$ cat config.mk
export PLATFORM = sky130hd
export DESIGN_NAME = pse_port_event_registers
export DESIGN_NICKNAME = d
export VERILOG_FILES = /design/src/common/pse_event_pkg.sv /design/src/hw/pse_change_detect.sv /design/src/hw/pse_overload_timer.sv /design/src/hw/pse_port_event_registers.sv
export SDC_FILE = /design/constraint.sdc
export NUM_CORES = 1
export LEC_CHECK = 0
export ABC_AREA = 1
export BUFFER_PORTS_ARGS = -buffer_cell sky130_fd_sc_hd__buf_2
export CORE_AREA = 2 2 193 147
export CTS_BUF_LIST = sky130_fd_sc_hd__clkbuf_4
export DETAILED_ROUTE_END_ITERATION = 12
export DIE_AREA = 0 0 195 149
export PLACE_DENSITY = 0.63
export SETUP_SLACK_MARGIN = 0.05
export SLEW_MARGIN = 20
export SYNTH_ARGS = -nofsm -noshare
export SYNTH_HDL_FRONTEND = slang
export SYNTH_SLANG_ARGS = --single-unit
$ cat constraint.sdc
create_clock -name clock -period 2.19 [get_ports clock]
set_input_delay 0.219 -clock clock [delete_from_list [all_inputs] [get_ports clock]]
set_output_delay 0.219 -clock clock [all_outputs]
set_load 0.02 [all_outputs]
$ cat src/common/pse_event_pkg.sv
// package: command codes, field layout, timing and carrier types of the event bank
package pse_event_pkg;

  localparam int PORTS    = 4;
  localparam int RESULT_W = 4;

  // command codes of the eight register views
  localparam logic [7:0] CMD_POWER_VIEW   = 8'h02;
  localparam logic [7:0] CMD_POWER_CLEAR  = 8'h03;
  localparam logic [7:0] CMD_DETECT_VIEW  = 8'h04;
  localparam logic [7:0] CMD_DETECT_CLEAR = 8'h05;
  localparam logic [7:0] CMD_FAULT_VIEW   = 8'h06;
  localparam logic [7:0] CMD_FAULT_CLEAR  = 8'h07;
  localparam logic [7:0] CMD_START_VIEW   = 8'h08;
  localparam logic [7:0] CMD_START_CLEAR  = 8'h09;

  // nibble positions inside each event register
  localparam int HIGH_NIBBLE_LSB = 4;
  localparam int LOW_NIBBLE_LSB  = 0;
  localparam logic [7:0] EVENT_RESET = 8'h00;
  localparam logic [7:0] READ_IDLE   = 8'h00;
  localparam logic [7:0] ALL_FLAGS   = 8'hff;

  // summary bit positions, shared with the interrupt mask layout
  localparam int SUM_POWER_ENABLE = 0;
  localparam int SUM_POWER_GOOD   = 1;
  localparam int SUM_DISCONNECT   = 2;
  localparam int SUM_DETECT       = 3;
  localparam int SUM_CLASS        = 4;
  localparam int SUM_OVERLOAD     = 5;
  localparam int SUM_START        = 6;
  localparam int SUM_W            = 7;

  // timing
  localparam int CLOCK_MHZ             = 20;
  localparam int OVERLOAD_TIME_US      = 60000;
  localparam int CURRENT_LIMIT_TIME_US = 60000;
  localparam int OVERLOAD_CYCLES       = OVERLOAD_TIME_US * CLOCK_MHZ;
  localparam int LIMIT_CYCLES          = CURRENT_LIMIT_TIME_US * CLOCK_MHZ;

  // per-port status and event strobes from the port engines
  typedef struct packed {
    logic [PORTS-1:0]          powerGood;
    logic [PORTS-1:0]          powerEnable;
    logic [PORTS-1:0]          detectDone;
    logic [PORTS-1:0]          classDone;
    logic [PORTS*RESULT_W-1:0] detectResult;
    logic [PORTS*RESULT_W-1:0] classResult;
    logic [PORTS-1:0]          disconnect;
    logic [PORTS-1:0]          currentLimitFault;
    logic [PORTS-1:0]          startFault;
    logic [PORTS-1:0]          overloadActive;
  } engine_events_t;

  // host command request and answer
  typedef struct packed {
    logic       read;
    logic [7:0] code;
  } cmd_req_t;

  typedef struct packed {
    logic       valid;
    logic       hit;
    logic [7:0] data;
  } cmd_rsp_t;

  // sticky update: a new event wins over a clear in the same cycle
  function automatic logic [7:0] applyFlags(input logic [7:0] cur,
                                            input logic [7:0] set,
                                            input logic [7:0] clr);
    return (cur & ~clr) | set;
  endfunction

  // widen a per-port vector to both nibbles of an event register
  function automatic logic [7:0] bothNibbles(input logic [PORTS-1:0] p);
    return {p, p};
  endfunction

endpackage

$ cat src/hw/pse_change_detect.sv
// per-port event generator: any completed cycle, or only a changed result
`timescale 1ns/1ps
`default_nettype none

module pse_change_detect #(
  parameter int PORTS = 4,
  parameter int WIDTH = 4
) (
  // clock and reset
  input  wire logic                   clock,
  input  wire logic                   reset,
  // sampling
  input  wire logic [PORTS-1:0]       sample,
  input  wire logic [PORTS*WIDTH-1:0] value,
  input  wire logic                   changeMode,
  // result
  output logic      [PORTS-1:0]       eventOut
);

  generate
    if (PORTS < 1 || WIDTH < 1)
    begin : g_check
      $error("pse_change_detect: PORTS and WIDTH must be positive");
    end
  endgenerate

  typedef struct packed {
    logic [PORTS*WIDTH-1:0] last;
    logic [PORTS-1:0]       evt;
  } state_t;

  state_t state_r;
  state_t state_nxt;

  always_comb
  begin
    state_nxt = state_r;
    state_nxt.evt = '0;
    for (int p = 0; p < PORTS; p++)
    begin
      if (sample[p])
      begin
        state_nxt.evt[p] = !changeMode ||
          (value[p*WIDTH +: WIDTH] != state_r.last[p*WIDTH +: WIDTH]);
        state_nxt.last[p*WIDTH +: WIDTH] = value[p*WIDTH +: WIDTH];
      end
    end
  end

  always_ff @(posedge clock)
  begin
    if (reset)
      state_r <= '0;
    else
      state_r <= state_nxt;
  end

  assign eventOut = state_r.evt;

endmodule // pse_change_detect

`default_nettype wire

$ cat src/hw/pse_overload_timer.sv
// one port's overload fault timer with optional cutoff
`timescale 1ns/1ps
`default_nettype none

module pse_overload_timer #(
  parameter int OVLD_CYCLES = 1200000,
  parameter int HALF_CYCLES = 600000,
  parameter int CW          = $clog2(OVLD_CYCLES + HALF_CYCLES + 1)
) (
  // clock and reset
  input  wire logic clock,
  input  wire logic reset,
  // control
  input  wire logic overloadActive,
  input  wire logic cutoffEnable,
  input  wire logic counterClear,
  // result
  output logic      faultPulse,
  output logic      shutdownPulse
);

  generate
    if (OVLD_CYCLES < 1 || HALF_CYCLES < 1)
    begin : g_check
      $error("pse_overload_timer: timeouts must be at least one cycle");
    end
  endgenerate

  typedef struct packed {
    logic [CW-1:0] count;
    logic          fired;
    logic          fault;
    logic          shut;
  } state_t;

  state_t        state_r;
  state_t        state_nxt;
  logic [CW-1:0] limit;

  always_comb
  begin
    limit = cutoffEnable ? CW'(OVLD_CYCLES - 1) : CW'(HALF_CYCLES - 1);
    state_nxt = state_r;
    state_nxt.fault = 1'b0;
    state_nxt.shut  = 1'b0;
    if (counterClear && !cutoffEnable)
    begin
      // restart so a still-present overload can flag again
      state_nxt.count = '0;
      state_nxt.fired = 1'b0;
    end
    else if (!overloadActive)
    begin
      state_nxt.count = '0;
      state_nxt.fired = 1'b0;
    end
    else if (!state_r.fired)
    begin
      if (state_r.count >= limit)
      begin
        state_nxt.fired = 1'b1;
        state_nxt.fault = 1'b1;
        state_nxt.shut  = cutoffEnable;
      end
      else
        state_nxt.count = state_r.count + CW'(1);
    end
  end

  always_ff @(posedge clock)
  begin
    if (reset)
      state_r <= '0;
    else
      state_r <= state_nxt;
  end

  assign faultPulse    = state_r.fault;
  assign shutdownPulse = state_r.shut;

endmodule // pse_overload_timer

`default_nettype wire

$ cat src/hw/pse_port_event_registers.sv
// event flag registers of one four-port bank with plain and clearing reads
//
// Operation
// - power events read at 02h, and at 03h which then clears them all
// - detection events read at 04h, and at 05h which then clears them
// - fault events read at 06h, and at 07h which then clears them
// - start/limit events read at 08h, and at 09h which clears them
// - a clearing read that empties the cause releases the interrupt line
// - flags are active high, one per port, port 1 lowest in each nibble
// - power event high nibble sets on a power-good change
// - power event low nibble sets on a power-enable change
// - class flags: any class cycle, or only class change when mode set
// - detect flags: any detect cycle, or only result change when mode set
// - detection, fault and start flags of a port clear at port turn-off
// - fault high nibble is disconnect, low nibble is overload timeout
// - without cutoff the port stays on; flag times out at half limit
// - without cutoff a clearing fault read also restarts overload counter
// - with cutoff the normal overload timer is used, nothing restarts
// - any set flag shows in its summary bit
// - each summary bit is the OR of its flags over the four ports
// - summary drives interrupt only if masked in and globally enabled
`timescale 1ns/1ps
`default_nettype none

module pse_port_event_registers #(
  parameter int PORTS           = pse_event_pkg::PORTS,
  parameter int RESULT_W        = pse_event_pkg::RESULT_W,
  parameter int OVERLOAD_CYCLES = pse_event_pkg::OVERLOAD_CYCLES,
  parameter int LIMIT_CYCLES    = pse_event_pkg::LIMIT_CYCLES
) (
  // clock and reset
  input  wire logic                          clock,
  input  wire logic                          reset,
  // host command port
  input  wire pse_event_pkg::cmd_req_t       cmdReq,
  output pse_event_pkg::cmd_rsp_t            cmdRsp,
  // port engine status and strobes
  input  wire pse_event_pkg::engine_events_t engine,
  // configuration
  input  wire logic                          classChangeMode,
  input  wire logic                          detectChangeMode,
  input  wire logic [PORTS-1:0]              overloadCutoff,
  input  wire logic [7:0]                    interruptMask,
  input  wire logic                          irqGlobalEnable,
  // summary and interrupt
  output logic [pse_event_pkg::SUM_W-1:0]    summary,
  output logic                               eventInt_n,
  output logic [PORTS-1:0]                   overloadShutdown
);

  // the nibble layout and the engine struct fix the bank at four ports
  generate
    if (PORTS != pse_event_pkg::PORTS ||
        RESULT_W != pse_event_pkg::RESULT_W)
    begin : g_check_ports
      $error("pse_port_event_registers: bank layout is four ports");
    end
    if (OVERLOAD_CYCLES < 1 || LIMIT_CYCLES < 2)
    begin : g_check_times
      $error("pse_port_event_registers: timeouts too short");
    end
  endgenerate

  // half of the current-limit time, rounded up as a least time
  localparam int HALF_LIMIT_CYCLES = (LIMIT_CYCLES + 1) / 2;

  typedef struct packed {
    logic [7:0]                     powerEvt;
    logic [7:0]                     detectEvt;
    logic [7:0]                     faultEvt;
    logic [7:0]                     startEvt;
    logic [PORTS-1:0]               prevEnable;
    logic [7:0]                     readData;
    logic                           readValid;
    logic                           readHit;
    logic [pse_event_pkg::SUM_W-1:0] summary;
    logic                           intLine_n;
  } state_t;

  state_t state_r;
  state_t state_nxt;

  // event sources, registered inside their own modules, and the combinational overload counter-clear decode
  logic [PORTS-1:0] powerGoodChange;
  logic [PORTS-1:0] powerEnableChange;
  logic [PORTS-1:0] classEvent;
  logic [PORTS-1:0] detectEvent;
  logic [PORTS-1:0] overloadFault;
  logic [PORTS-1:0] overloadCut;
  logic [PORTS-1:0] overloadCounterClear;

  // decoded command
  logic       clearPower;
  logic       clearDetect;
  logic       clearFault;
  logic       clearStart;
  logic [7:0] viewData;
  logic       viewHit;

  // power good and enable are levels: sample every cycle, flag on change
  pse_change_detect #(
    .PORTS (PORTS),
    .WIDTH (1)
  ) u_power_good (
    .clock      (clock),
    .reset      (reset),
    .sample     ({PORTS{1'b1}}),
    .value      (engine.powerGood),
    .changeMode (1'b1),
    .eventOut   (powerGoodChange)
  );

  pse_change_detect #(
    .PORTS (PORTS),
    .WIDTH (1)
  ) u_power_enable (
    .clock      (clock),
    .reset      (reset),
    .sample     ({PORTS{1'b1}}),
    .value      (engine.powerEnable),
    .changeMode (1'b1),
    .eventOut   (powerEnableChange)
  );

  // class and detection results are taken at the end of each cycle
  pse_change_detect #(
    .PORTS (PORTS),
    .WIDTH (RESULT_W)
  ) u_class (
    .clock      (clock),
    .reset      (reset),
    .sample     (engine.classDone),
    .value      (engine.classResult),
    .changeMode (classChangeMode),
    .eventOut   (classEvent)
  );

  pse_change_detect #(
    .PORTS (PORTS),
    .WIDTH (RESULT_W)
  ) u_detect (
    .clock      (clock),
    .reset      (reset),
    .sample     (engine.detectDone),
    .value      (engine.detectResult),
    .changeMode (detectChangeMode),
    .eventOut   (detectEvent)
  );

  // one overload timer per port
  for (genvar p = 0; p < PORTS; p++)
  begin : g_overload
    pse_overload_timer #(
      .OVLD_CYCLES (OVERLOAD_CYCLES),
      .HALF_CYCLES (HALF_LIMIT_CYCLES)
    ) u_timer (
      .clock          (clock),
      .reset          (reset),
      .overloadActive (engine.overloadActive[p]),
      .cutoffEnable   (overloadCutoff[p]),
      .counterClear   (overloadCounterClear[p]),
      .faultPulse     (overloadFault[p]),
      .shutdownPulse  (overloadCut[p])
    );
  end

  // command decode; an unmapped code answers zero with the hit bit low
  always_comb
  begin
    clearPower  = 1'b0;
    clearDetect = 1'b0;
    clearFault  = 1'b0;
    clearStart  = 1'b0;
    viewHit     = 1'b1;
    viewData    = pse_event_pkg::READ_IDLE;
    case (cmdReq.code)
      pse_event_pkg::CMD_POWER_VIEW:
        viewData = state_r.powerEvt;
      pse_event_pkg::CMD_POWER_CLEAR:
      begin
        viewData   = state_r.powerEvt;
        clearPower = cmdReq.read;
      end
      pse_event_pkg::CMD_DETECT_VIEW:
        viewData = state_r.detectEvt;
      pse_event_pkg::CMD_DETECT_CLEAR:
      begin
        viewData    = state_r.detectEvt;
        clearDetect = cmdReq.read;
      end
      pse_event_pkg::CMD_FAULT_VIEW:
        viewData = state_r.faultEvt;
      pse_event_pkg::CMD_FAULT_CLEAR:
      begin
        viewData   = state_r.faultEvt;
        clearFault = cmdReq.read;
      end
      pse_event_pkg::CMD_START_VIEW:
        viewData = state_r.startEvt;
      pse_event_pkg::CMD_START_CLEAR:
      begin
        viewData   = state_r.startEvt;
        clearStart = cmdReq.read;
      end
      default:
        viewHit = 1'b0;
    endcase
  end

  // only ports without cutoff have their counter restarted by the read
  assign overloadCounterClear =
    {PORTS{clearFault}} & ~overloadCutoff;

  always_comb
  begin
    logic [PORTS-1:0] portOff;
    logic [7:0]       offClear;
    logic [7:0]       anyClear;
    logic [pse_event_pkg::SUM_W-1:0] sumNxt;
    portOff  = '0;
    offClear = '0;
    anyClear = '0;
    sumNxt   = '0;
    state_nxt = state_r;

    // turn-off is the falling edge of the port's power enable
    portOff  = state_r.prevEnable & ~engine.powerEnable;
    offClear = pse_event_pkg::bothNibbles(portOff);
    state_nxt.prevEnable = engine.powerEnable;

    // the value returned is the one held before any clear takes effect
    state_nxt.readValid = cmdReq.read;
    state_nxt.readHit   = cmdReq.read && viewHit;
    state_nxt.readData  = cmdReq.read ? viewData : pse_event_pkg::READ_IDLE;

    // power events are not cleared by turn-off: the enable change itself
    // is one of the flags
    anyClear = clearPower ? pse_event_pkg::ALL_FLAGS : 8'h00;
    state_nxt.powerEvt = pse_event_pkg::applyFlags(
      state_r.powerEvt,
      {powerGoodChange, powerEnableChange},
      anyClear);

    anyClear = (clearDetect ? pse_event_pkg::ALL_FLAGS : 8'h00) | offClear;
    state_nxt.detectEvt = pse_event_pkg::applyFlags(
      state_r.detectEvt,
      {classEvent, detectEvent},
      anyClear);

    // a disconnect usually ends with turn-off; the set still wins
    anyClear = (clearFault ? pse_event_pkg::ALL_FLAGS : 8'h00) | offClear;
    state_nxt.faultEvt = pse_event_pkg::applyFlags(
      state_r.faultEvt,
      {engine.disconnect, overloadFault},
      anyClear);

    // the host relies on the enable-change flag to classify start faults
    anyClear = (clearStart ? pse_event_pkg::ALL_FLAGS : 8'h00) | offClear;
    state_nxt.startEvt = pse_event_pkg::applyFlags(
      state_r.startEvt,
      {engine.currentLimitFault, engine.startFault},
      anyClear);

    // summary follows the flags whatever the mask says
    sumNxt[pse_event_pkg::SUM_POWER_ENABLE] =
      |state_nxt.powerEvt[pse_event_pkg::LOW_NIBBLE_LSB +: PORTS];
    sumNxt[pse_event_pkg::SUM_POWER_GOOD] =
      |state_nxt.powerEvt[pse_event_pkg::HIGH_NIBBLE_LSB +: PORTS];
    sumNxt[pse_event_pkg::SUM_DISCONNECT] =
      |state_nxt.faultEvt[pse_event_pkg::HIGH_NIBBLE_LSB +: PORTS];
    sumNxt[pse_event_pkg::SUM_DETECT] =
      |state_nxt.detectEvt[pse_event_pkg::LOW_NIBBLE_LSB +: PORTS];
    sumNxt[pse_event_pkg::SUM_CLASS] =
      |state_nxt.detectEvt[pse_event_pkg::HIGH_NIBBLE_LSB +: PORTS];
    sumNxt[pse_event_pkg::SUM_OVERLOAD] =
      |state_nxt.faultEvt[pse_event_pkg::LOW_NIBBLE_LSB +: PORTS] |
      |state_nxt.startEvt[pse_event_pkg::HIGH_NIBBLE_LSB +: PORTS];
    sumNxt[pse_event_pkg::SUM_START] =
      |state_nxt.startEvt[pse_event_pkg::LOW_NIBBLE_LSB +: PORTS];
    state_nxt.summary = sumNxt;

    // the line drops while any enabled summary bit is set, so emptying
    // the register behind it releases the line on the same edge
    state_nxt.intLine_n = !(irqGlobalEnable &&
      |(sumNxt & interruptMask[pse_event_pkg::SUM_W-1:0]));
  end

  always_ff @(posedge clock)
  begin
    if (reset)
    begin
      state_r            <= '0;
      state_r.powerEvt   <= pse_event_pkg::EVENT_RESET;
      state_r.detectEvt  <= pse_event_pkg::EVENT_RESET;
      state_r.faultEvt   <= pse_event_pkg::EVENT_RESET;
      state_r.startEvt   <= pse_event_pkg::EVENT_RESET;
      state_r.intLine_n  <= 1'b1;
    end
    else
      state_r <= state_nxt;
  end

  assign cmdRsp.valid     = state_r.readValid;
  assign cmdRsp.hit       = state_r.readHit;
  assign cmdRsp.data      = state_r.readData;
  assign summary          = state_r.summary;
  assign eventInt_n       = state_r.intLine_n;
  assign overloadShutdown = overloadCut;

endmodule // pse_port_event_registers

`default_nettype wire

==> impl_metrics.tcl <==
set metrics [dict create \
    status "finished, final reports clean" \
    critPathMaxStageDelay_ps 530 \
    r2r-start "u_power_enable.state_r[4]" \
    critPathMaxFanout 20 \
    path_clk_slew_ps 70 \
    r2r-end "eventInt_n" \
    synth-simple-area-share_pct 28.2 \
    avgSynthCellArea_um2 7.24 \
    power_density_nw_per_um2 592 \
    drtAntennaViolNets 0 \
    rows 53 \
    worst_ep_required_time_ps 2750 \
    p_leak_nw 5.66 \
    numCtsBuffers 54 \
    final_area_um2 13400 \
    synth_xor_area_share_pct 8.17 \
    crit_path_cell_trace "dlygate4sd3_1 > buf_2 > inv_1 > ha_1 > a21oi_1 > o21ai_1 > a21oi_1 > nand2_1 > inv_2 > nand3_2 > inv_2 > nand2_1 > a21oi_1" \
    gp_congestion 0.949 \
    post-route-period-util_pct 91.3 \
    layout-drive-gt1-share_pct 16.3 \
    area_delta_synth_final_pct 25.3 \
    hold_violations 0 \
    ys_types 42 \
    rsz0062_at_grt "true" \
    grt_pass1_wl_um 47400 \
    synthFlopType "dfxtp_1" \
    synth.yosys.seq_area_share_pct 37.7 \
    port_buffers 110 \
    cp_num_buf_inv 5 \
    wirelength_um 29100 \
    synthAdderAreaFrac_pct 5.13 \
    path_class "input pin to flop" \
    pwr-share-clk_pct 41.5 \
    cts.sinks 202 \
    die_y_um 149 \
    synthMuxAreaShare_pct 0 \
    grt_pass1_vias 9832 \
    arrival_ps 2560 \
    clock_latency_ps 680 \
    crit_start "overloadCutoff[3]" \
    worstRegToRegCells 10 \
    synth_cells 1481 \
    synth_top_family_by_area "simple AND/OR/NAND/NOR gates" \
    layout_common_cells "nand2_1, dfxtp_1, inv_1, a21oi_1, nor2_1" \
    yosys_register_bits 202 \
    dpl.hpwl_um 20400 \
    via_per_inst 4.91 \
    drc 0 \
    place_area_um2 11600 \
    cpMostUsedCell "a21oi_1" \
    grt_overflow 0 \
    holdCritPathClass "input pin to flop" \
    final_max_slew_viol_count 0 \
    whs_path_depth 4 \
    grt_max_degree 25 \
    syn_area_um2 10700 \
    first_pass_iters 5 \
    start_util_pct 39.1 \
    final_common_cell "nand2_1" \
    combPwrFrac_pct 10.0 \
    min_to "g_overload[1].u_timer.shutdownPulse" \
    vias 10490 \
    wl_per_cell_um 13.6 \
    cap_violations 0 \
    track_usage_pct 19.8 \
    die_area_um2 29100 \
    fin_crit_ps 2000 \
    vdd.ir_drop.worst_v 0.000261 \
    final.setup.tns_ps 0 \
    slew_headroom_pct 59.5 \
    synth_compound_area_share_pct 11.1 \
    power.share.sequential_pct 48.5 \
    core_area_um2 27500 \
    async_flop_share_pct 0 \
    io_pins 112 \
    ys.warnings.count 0 \
    die_w_um 195 \
    worstHoldStart "overloadCutoff[1]" \
    crit_family "buffers and inverters" \
    setup-violations-final 0 \
    p_sw_mw 2.15 \
    drtIter0Drc 810 \
    cp-end-kind "flop" \
    antenna_found_initial 1 \
    tightest_slew_ps 602 \
    postSynthNetCount 1615 \
    fin_skew_ps 45.3 \
    synth-edff-count 0 \
    fin_nets 1866 \
    fillCellCount 2751 \
    p_sw_share_pct 27.0 \
    finish.utilization_pct 48.9 \
    cts_tree "yes" \
    clk_path_buf_depth 3 \
    fmax_ghz 0.500 \
    cellInternalPower_mw 5.81 \
    start_kind "input pin" \
    r2r_slack_ps 210 \
    htreeDepth 2 \
    clockRootBuffer "clkbuf_4" \
    cp_slowest_cell "dlygate4sd3_1" \
]
-- worst register-to-register path: stages (launching register included) --
cell and delay [ps]:
dfxtp_1 310, ha_1 190, inv_2 150, nand3_1 130, nand2_1 90, nor2_1 70
a21boi_2 200, nor2_2 60, nand3_1 80, nand2_1 50, dlygate4sd3_1 540
-- metal layers --
metal  GRT usage (%)  part of all wire [%]
met2            30.0                    42
met3            4.07                   6.5
met4            6.34                   2.0
met5               0                     0
met1            28.2                    50
-- through the flow --
step           hold WS (ps)  total power, mW  instances  worst slack, ps
2_1_floorplan           318             4.33       1481              437
3_3_place_gp            445             4.55       1923              107
3_5_place_dp            449             4.57       1923             84.4
4_1_cts                2.28             8.04       2128             82.2
5_1_grt                26.0             8.39       2137             30.3
6_report               53.9             7.96       2137              190
-- cells in the mapped netlist (12+ instances only) --
cell,number,area share (%)
inv_2,15,0.53
o21ai_0,13,0.61
nor3_1,36,1.7
nand4_1,32,1.9
nand2_1,342,12
xnor2_1,39,3.2
buf_4,22,1.5
ha_1,44,5.1
nor2_1,137,4.8
a21oi_1,151,7.0
dfxtp_1,202,38
buf_2,12,0.56
nand3_1,98,4.6
inv_1,155,5.4
xor2_1,61,5.0
-- sequential cells by signal, summed over array words and instances (netlist names) --
register and cells:
u_detect.eventOut 4, u_class.eventOut 4, summary 7, g_overload.u_timer.state_r 88
state_r 32, g_overload.u_timer.shutdownPulse 4, u_detect.state_r 16, u_power_enable.eventOut 4
u_class.state_r 16, u_power_enable.state_r 4, g_overload.u_timer.faultPulse 4, eventInt_n 1
u_power_good.eventOut 4, u_power_good.state_r 4, cmdRsp 10
-- repair_timing --
item | 4_1_cts | 5_1_grt
hold buffers | 103 | 0
setup endpoints to repair | 0 | 32
hold endpoints to repair | 106 | 0
setup buffers | 0 | 6
gates resized for setup | 0 | 20
-- power by group through the flow --
stage	registers [mW]	clock network, mW	logic, mW
2_1_floorplan	3.92	0	0.403
3_3_place_gp	3.94	0	0.615
3_5_place_dp	3.94	0	0.628
4_1_cts	3.86	3.41	0.772
5_1_grt	3.87	3.63	0.886
6_report	3.86	3.31	0.794
-- how the worst max path moves through the flow --
| stage | to | slack, ps | depth (start not counted) |
|---|---|---|---|
| final | g_overload[3].u_timer.state_r[12] | 190 | 13 |
| after detailed placement | g_overload[2].u_timer.state_r[16] | 80 | 12 |
| after floorplan | g_overload[1].u_timer.state_r[19] | 440 | 11 |
| after CTS | eventInt_n | 80 | 10 |
| after global routing | g_overload[2].u_timer.state_r[10] | 30 | 12 |
| after global placement | g_overload[2].u_timer.state_r[5] | 110 | 12 |
-- cell families (layout without fill, tap and decap cells) --
logic type | Yosys count | in the layout
simple gates | 686 | 686
fa+ha+maj | 44 | 44
other cells | 0 | 2
flops | 202 | 202
xor+xnor | 100 | 100
buf+inv | 233 | 530
compound gates | 216 | 216
-- layout make-up --
type                    instances  area, um2  area share, %
well taps                     357        447           3.32
clock inverters                25        108          0.801
multi-input cells            1046       5680           42.2
inverters                     175        666           4.95
clock buffers                  77        578           4.30
repair buffers                252       1900           14.2
repair inverters                1       6.26         0.0466
diodes                          2       5.00         0.0373
flip-flops and latches        202       4050           30.1
(Power assumes the default switching activity.)
